File: src/inc/iowdt_defines.vh
/*
 holds the offsets, field positions, reset values and timing counts of the
 port-mapped system watchdog.
 assumes an isa-style byte-wide i/o cycle and a 125 mhz system clock.
*/
//
// Behaviour
// one port address is decoded and a write there loads the control byte.
// a port read clears the counter so it restarts from the full interval.
// while on, the counter steps down each second and a refresh reloads it.
// reaching zero with no refresh drives a reset out to the system.
// control bit 3 enables counting and timeout reset; zero disables all.
// control bits 2 to 0 pick one of eight intervals; code 000 means 64 s.
// power-up or system reset leaves the control byte all zero.
// a newly written control byte takes effect at once; a write during the reset pulse only applies once the pulse ends.
// software reads the port before enabling and keeps refreshing in time.
// bits 7 to 4 are ignored and codes 1 to 7 give 1,2,4,8,16,32,128 s.
// a prescaler makes a one-second tick that steps the counter once.
`ifndef IOWDT_DEFINES_VH
`define IOWDT_DEFINES_VH

// -------------------------------------------------
// port and fields
// -------------------------------------------------
`define IOWDT_PORT_ADDR 16'h00F2
`define IOWDT_CTRL_RESET 4'h0
`define IOWDT_EN_BIT 3
`define IOWDT_SEL_MSB 2
`define IOWDT_SEL_LSB 0

// -------------------------------------------------
// timing
// -------------------------------------------------
`define IOWDT_CLK_HZ 125000000
`define IOWDT_TICK_SEC 1
`define IOWDT_TICK_CYC (`IOWDT_CLK_HZ * `IOWDT_TICK_SEC)
`define IOWDT_SEL_DEFAULT_SEC 8'h40
`define IOWDT_SEL_MAX_SEC 8'h80
`define IOWDT_RST_PULSE_CYC 16

`endif

File: src/hdl/iowdt_tick.v
/*
 one-second tick prescaler for the watchdog.
 assumes a free-running system clock; restart clears the phase.
*/
`include "iowdt_defines.vh"

module iowdt_tick #(
   parameter TICK_CYC = `IOWDT_TICK_CYC
) (
   input wire i_clk,
   input wire i_arst_n,
   input wire i_restart,
   output reg o_tick
);

   reg [31:0] cnt_r;

   // -------------------------------------------------
   // prescaler
   // -------------------------------------------------
   // one-second tick
   always @(posedge i_clk or negedge i_arst_n) begin
      if (!i_arst_n) begin
         cnt_r <= 32'h00000000;
         o_tick <= 1'b0;
      end else if (i_restart) begin
         cnt_r <= 32'h00000000;
         o_tick <= 1'b0;
      end else if (cnt_r == TICK_CYC - 1) begin
         cnt_r <= 32'h00000000;
         o_tick <= 1'b1;
      end else begin
         cnt_r <= cnt_r + 32'h00000001;
         o_tick <= 1'b0;
      end
   end

endmodule // iowdt_tick

File: src/hdl/iowdt_top.v
/*
 port-mapped system watchdog: control byte, seconds countdown, reset out.
 assumes i/o strobes are synchronous one-cycle pulses on i_clk.
*/
`include "iowdt_defines.vh"

module iowdt_top #(
   parameter TICK_CYC = `IOWDT_TICK_CYC,
   parameter PORT_ADDR = `IOWDT_PORT_ADDR,
   parameter RST_PULSE_CYC = `IOWDT_RST_PULSE_CYC
) (
   input wire i_clk,
   input wire i_arst_n,
   input wire [15:0] i_io_addr,
   input wire i_io_wr,
   input wire i_io_rd,
   input wire [7:0] i_io_wdata,
   output reg [7:0] o_io_rdata,
   output reg o_io_rvalid,
   output reg o_sys_reset,
   output reg [7:0] o_count
);

   localparam ST_IDLE = 3'b001;
   localparam ST_RUN = 3'b010;
   localparam ST_FIRE = 3'b100;

   reg [3:0] ctrl_r;
   reg [7:0] count_r;
   reg [7:0] count_nxt;
   reg [2:0] state_r;
   reg [2:0] state_nxt;
   reg [4:0] pulse_r;
   reg [4:0] pulse_nxt;
   wire hit;
   wire wr_hit;
   wire rd_hit;
   wire tick;
   wire enable;

   // -------------------------------------------------
   // interval decode
   // -------------------------------------------------
   // interval map
   function [7:0] sel_seconds;
      input [2:0] sel;
      begin
         case (sel)
            3'h0: sel_seconds = `IOWDT_SEL_DEFAULT_SEC;
            3'h7: sel_seconds = `IOWDT_SEL_MAX_SEC;
            default: sel_seconds = 8'h01 << sel[2:0] >> 1;
         endcase
      end
   endfunction

   // single address decode
   assign hit = (i_io_addr == PORT_ADDR);
   assign wr_hit = hit & i_io_wr;
   assign rd_hit = hit & i_io_rd;
   // enable gate
   assign enable = ctrl_r[`IOWDT_EN_BIT];

   iowdt_tick #(
      .TICK_CYC(TICK_CYC)
   ) u_tick (
      .i_clk(i_clk),
      .i_arst_n(i_arst_n),
      .i_restart(rd_hit | wr_hit),
      .o_tick(tick)
   );

   // -------------------------------------------------
   // control register
   // -------------------------------------------------
   always @(posedge i_clk or negedge i_arst_n) begin
      if (!i_arst_n) begin
         // cleared control
         ctrl_r <= `IOWDT_CTRL_RESET;
      end else if (wr_hit) begin
         // load low nibble
         ctrl_r <= i_io_wdata[3:0];
      end
   end

   // -------------------------------------------------
   // expiry decode
   // -------------------------------------------------
   localparam [4:0] PULSE_LOAD = RST_PULSE_CYC[4:0];
   wire expire;

   // last second gone
   assign expire = (state_r == ST_RUN) & enable & ~rd_hit & tick &
      (count_r == 8'h01);

   // -------------------------------------------------
   // next state
   // -------------------------------------------------
   always @* begin
      state_nxt = state_r;
      case (state_r)
         ST_IDLE: begin
            if (enable) begin
               state_nxt = ST_RUN;
            end
         end
         ST_RUN: begin
            if (!enable) begin
               state_nxt = ST_IDLE;
            end else if (expire) begin
               // timeout reset
               state_nxt = ST_FIRE;
            end
         end
         ST_FIRE: begin
            if (pulse_r == 5'h01) begin
               state_nxt = ST_IDLE;
            end
         end
         default: begin
            state_nxt = ST_IDLE;
         end
      endcase
      // new settings apply
      if (wr_hit && state_r != ST_FIRE) begin
         state_nxt = i_io_wdata[`IOWDT_EN_BIT] ? ST_RUN : ST_IDLE;
      end
   end

   // -------------------------------------------------
   // next count
   // -------------------------------------------------
   always @* begin
      count_nxt = count_r;
      case (state_r)
         ST_IDLE: begin
            count_nxt = sel_seconds(ctrl_r[`IOWDT_SEL_MSB:`IOWDT_SEL_LSB]);
         end
         ST_RUN: begin
            if (!enable) begin
               count_nxt = count_r;
            end else if (rd_hit) begin
               // refresh reload
               count_nxt = sel_seconds(ctrl_r[`IOWDT_SEL_MSB:`IOWDT_SEL_LSB]);
            end else if (tick) begin
               // step down
               count_nxt = count_r - 8'h01;
            end
         end
         ST_FIRE: begin
            count_nxt = count_r;
         end
         default: begin
            count_nxt = count_r;
         end
      endcase
      // new interval loads
      if (wr_hit && state_r != ST_FIRE) begin
         count_nxt = sel_seconds(i_io_wdata[`IOWDT_SEL_MSB:`IOWDT_SEL_LSB]);
      end
   end

   // -------------------------------------------------
   // pulse counter
   // -------------------------------------------------
   always @* begin
      pulse_nxt = pulse_r;
      case (state_r)
         ST_RUN: begin
            if (expire) begin
               // pulse length load
               pulse_nxt = PULSE_LOAD;
            end
         end
         ST_FIRE: begin
            pulse_nxt = pulse_r - 5'h01;
         end
         default: begin
            pulse_nxt = pulse_r;
         end
      endcase
   end

   // -------------------------------------------------
   // state registers
   // -------------------------------------------------
   always @(posedge i_clk or negedge i_arst_n) begin
      if (!i_arst_n) begin
         state_r <= ST_IDLE;
         count_r <= `IOWDT_SEL_DEFAULT_SEC;
         pulse_r <= 5'h00;
      end else begin
         state_r <= state_nxt;
         count_r <= count_nxt;
         pulse_r <= pulse_nxt;
      end
   end

   // -------------------------------------------------
   // reset output
   // -------------------------------------------------
   // reset to system
   always @(posedge i_clk or negedge i_arst_n) begin
      if (!i_arst_n) begin
         o_sys_reset <= 1'b0;
      end else begin
         o_sys_reset <= (state_nxt == ST_FIRE);
      end
   end

   // -------------------------------------------------
   // count output
   // -------------------------------------------------
   always @(posedge i_clk or negedge i_arst_n) begin
      if (!i_arst_n) begin
         o_count <= 8'h00;
      end else begin
         o_count <= count_nxt;
      end
   end

   // -------------------------------------------------
   // read answer
   // -------------------------------------------------
   // read returns control
   always @(posedge i_clk or negedge i_arst_n) begin
      if (!i_arst_n) begin
         o_io_rvalid <= 1'b0;
         o_io_rdata <= 8'h00;
      end else begin
         o_io_rvalid <= rd_hit;
         o_io_rdata <= rd_hit ? {4'h0, ctrl_r} : 8'h00;
      end
   end

endmodule // iowdt_top

File: config.mk
export PLATFORM = sky130hd
export DESIGN_NAME = iowdt_top
export DESIGN_NICKNAME = d
export VERILOG_FILES = /design/src/hdl/iowdt_tick.v /design/src/hdl/iowdt_top.v
export VERILOG_INCLUDE_DIRS = /design/src /design/src/inc
export SDC_FILE = /design/constraint.sdc
export NUM_CORES = 1
export LEC_CHECK = 0
export BUFFER_PORTS_ARGS = -buffer_cell sky130_fd_sc_hd__buf_2
export CAP_MARGIN = 20
export CORE_UTILIZATION = 47
export DETAILED_ROUTE_END_ITERATION = 6
export PLACE_DENSITY_LB_ADDON = 0.12
export SYNTH_ARGS = -nofsm -noshare
export SYNTH_HDL_FRONTEND = slang
export SYNTH_SLANG_ARGS = --single-unit
File: constraint.sdc
create_clock -name i_clk -period 2 [get_ports i_clk]
set_clock_uncertainty 0.15 [all_clocks]
set_input_delay 0.3 -clock i_clk [delete_from_list [all_inputs] [get_ports i_clk]]
set_output_delay 0.3 -clock i_clk [all_outputs]
set_load 0.02 [all_outputs]
==> results_dict.tcl <==
set metrics [dict create \
    p_sw_uw 1510 \
    cts_buffer_depth 2 \
    ant_nets 0 \
    port_buffers 37 \
    final_nets 522 \
    setup_viol_count_final 32 \
    pwr_density_cell_mw_per_mm2 953 \
    path_class "reg2reg" \
    yosys-top-cells-area "dfrtp_1 (42%), nor2_1 (6.0%), xor2_1 (4.5%)" \
    clk_pin_slew_ps 70 \
    worst_slack_ps -165 \
    chipHeight_um 88.2 \
    cp_max_fo 7 \
    clkPwrFrac 0.269 \
    cts-root-buf "clkbuf_8" \
    synth_top_family_by_area "simple AND/OR/NAND/NOR gates" \
    fmax_ghz 0.462 \
    synth_mux_area_frac 0.0154 \
    avgRoutedWirePerCell_um 15.6 \
    start_kind "flop" \
    drv_cap 0 \
    endpoint_kind "flop" \
    synthFlopType "dfrtp_1" \
    synth_fa_ha_area_frac 0.0179 \
    start_util 0.484 \
    outcome "finished with violations" \
    rsz0062_at_grt "yes" \
    arrival_ps 2230 \
    fp.dieArea_sq_mm 0.00777 \
    synthToLayoutAreaGrowth_pct 33.2 \
    maxSlewViolCount 0 \
    gp_congestion 0.944 \
    ys_seq_area_frac 0.431 \
    dpl_cell_area_sq_mm 0.00424 \
    grt_pass1_vias 3106 \
    finalSetupTns_ps -3740 \
    async_flop_share 1.00 \
    grt_first_pass_wirelength_um 14700 \
    syn_area_per_cell_sq_um 9.11 \
    pin_count 46 \
    antenna_found_initial 0 \
    via_per_inst 5.39 \
    drt_iter0_drc 139 \
    intPower_uw 2920 \
    regToRegSetupSlack_ps -170 \
    numCtsBuffers 9 \
    yosys.cell_count.top_type "dfrtp_1" \
    synthSimpleGateAreaFrac 0.292 \
    synth.distinct_cells 63 \
    hold_violations 0 \
    worst_skew_pair.late_latency_ps 330 \
    post-route-cell-area_sq_mm 0.00465 \
    p_leak_uw 0.00213 \
    r2r-end "u_tick.cnt_r[3]" \
    fp.dieW_um 88.2 \
    ys_warn_count 0 \
    postRouteWirelength_um 9250 \
    cts_tree "done" \
    reg2reg_from "u_tick.cnt_r[16]" \
    comb_power_share 0.368 \
    yosys_register_bits 60 \
    hold_path_class "in2reg" \
    synthCells 383 \
    synth_top_area_cell "dfrtp_1" \
    track_usage 0.251 \
    synth_commonest_cells "dfrtp_1 (58), nor2_1 (56), nand2_1 (29), nand3_1 (25), xor2_1 (18)" \
    synth-edff-count 0 \
    layout_min_cycle_time_ps 2170 \
    drc_errors 0 \
    vias 3198 \
    synth.top_cell.area_share 0.416 \
    place_hpwl_um 6470 \
    slew_headroom 0.610 \
    peakVddDrop_mv 0.644 \
    period_share 1.08 \
    grt_max_degree 43 \
    drt_first_pass_iters 5 \
    cp.required_ps 2060 \
    drive_gt1_frac 0.350 \
    core_sq_mm 0.00721 \
    htreeDepth 3 \
    p_seq_frac 0.363 \
    violations "setup timing" \
    synth-compound-area-share 0.0986 \
    num_rows 31 \
    whs_endpoint "o_count[3]" \
    num_antenna_cells 0 \
    min-delay-start "i_io_wdata[2]" \
    syn-cell-area_sq_mm 0.00349 \
    clock_sinks 60 \
    overflow 0 \
    min_path_cells 3 \
    tightestPinTransition_ps 577 \
    r2r_cells 5 \
    yosys.area_share.xor_xnor 0.0878 \
    swShare 0.341 \
]
-- layer usage --
metal  GRT usage  wire [um]  up-vias
li1            -          -     1567
met1       0.307       4120     1540
met2       0.433       4690       77
met3      0.0584        297       14
met4      0.0894        143        0
met5           0          0        -
-- final cells by class --
cell class,instances,area [sq um]
Sequential cell,60,1500
Clock buffer,15,186
Inverter,10,37.5
Clock inverter,1,30.0
Timing Repair Buffer,116,806
Tap cell,99,124
Fill cell,645,2570
Multi-Input combinational cell,292,1960
-- state kept, by name (all words and copies together), names as in the netlist --
name / flops
o_sys_reset: 1
ctrl_r: 4
state_r: 3
o_count: 7
u_tick.cnt_r: 32
o_io_rvalid: 1
u_tick.o_tick: 1
o_io_rdata: 4
count_r: 2
pulse_r: 5
-- worst max-delay path by stage --
stage                     cells after the start  slack, ps             start                to
final                                         5       -170  u_tick.cnt_r[16]   u_tick.cnt_r[3]
after global routing                          5       -210  u_tick.cnt_r[16]   u_tick.cnt_r[7]
after global placement                        8       -160     i_io_addr[13]        o_count[2]
after CTS                                     6       -120   u_tick.cnt_r[0]  u_tick.cnt_r[23]
after floorplan                               6        -90  u_tick.cnt_r[14]  u_tick.cnt_r[24]
after detailed placement                      5       -200  u_tick.cnt_r[16]  u_tick.cnt_r[15]
-- cell families (layout without fill, tap and decap cells) --
kind of cell | after synthesis | in the layout
xor+xnor | 35 | 35
other cells | 1 | 4
fa+ha+maj | 5 | 5
simple gates | 190 | 190
flops | 60 | 60
buf+inv | 37 | 142
mux | 5 | 5
compound gates | 50 | 53
-- through the flow --
step / hold WS [ps] / setup WS, ps / std cells / utilization / total power (uW)
4_1_cts: 149 / -115 / 589 / 0.626 / 4310
2_1_floorplan: -146 / -86.5 / 386 / - / 2500
5_1_grt: 180 / -209 / 593 / 0.644 / 4680
3_5_place_dp: 138 / -197 / 568 / 0.588 / 3070
3_3_place_gp: 132 / -161 / 568 / 0.588 / 3030
6_report: 174 / -165 / 593 / 0.644 / 4430
-- worst max-delay path, cell delays in order (launching register included) --
cell and delay [ps]:
dfrtp_1 360, and2_4 150, or4b_4 450, or4_4 680
o21ai_4 170, nor2_1 90
-- layout by cell type, fill, tap and decap left out, types with 5 or more instances in the layout --
cell      count
a21oi_1       7
and3_1        5
buf_2        38
buf_4        74
clkbuf_8     13
dfrtp_1      58
inv_1         9
nand2_1      28
nand3_1      24
nand4_1      11
nor2_1       54
nor3_1        9
nor4b_1       5
o21ai_0      13
xnor2_1      16
xor2_1       18
-- what timing repair did --
action	CTS	global route
pin swaps	4	15
endpoints found under the setup margin	36	42
hold buffers	2	0
cloned	2	1
endpoints found under the hold margin	18	0
setup buffers	2	2
resized for setup	6	22
-- power groups by stage --
stage / Combinational (uW) / Clock, uW / Sequential (uW)
5_1_grt: 1780 / 1260 / 1630
2_1_floorplan: 905 / 0 / 1600
4_1_cts: 1490 / 1220 / 1600
6_report: 1630 / 1190 / 1610
3_5_place_dp: 1450 / 0 / 1620
3_3_place_gp: 1410 / 0 / 1620
(Power assumes the default switching activity.)
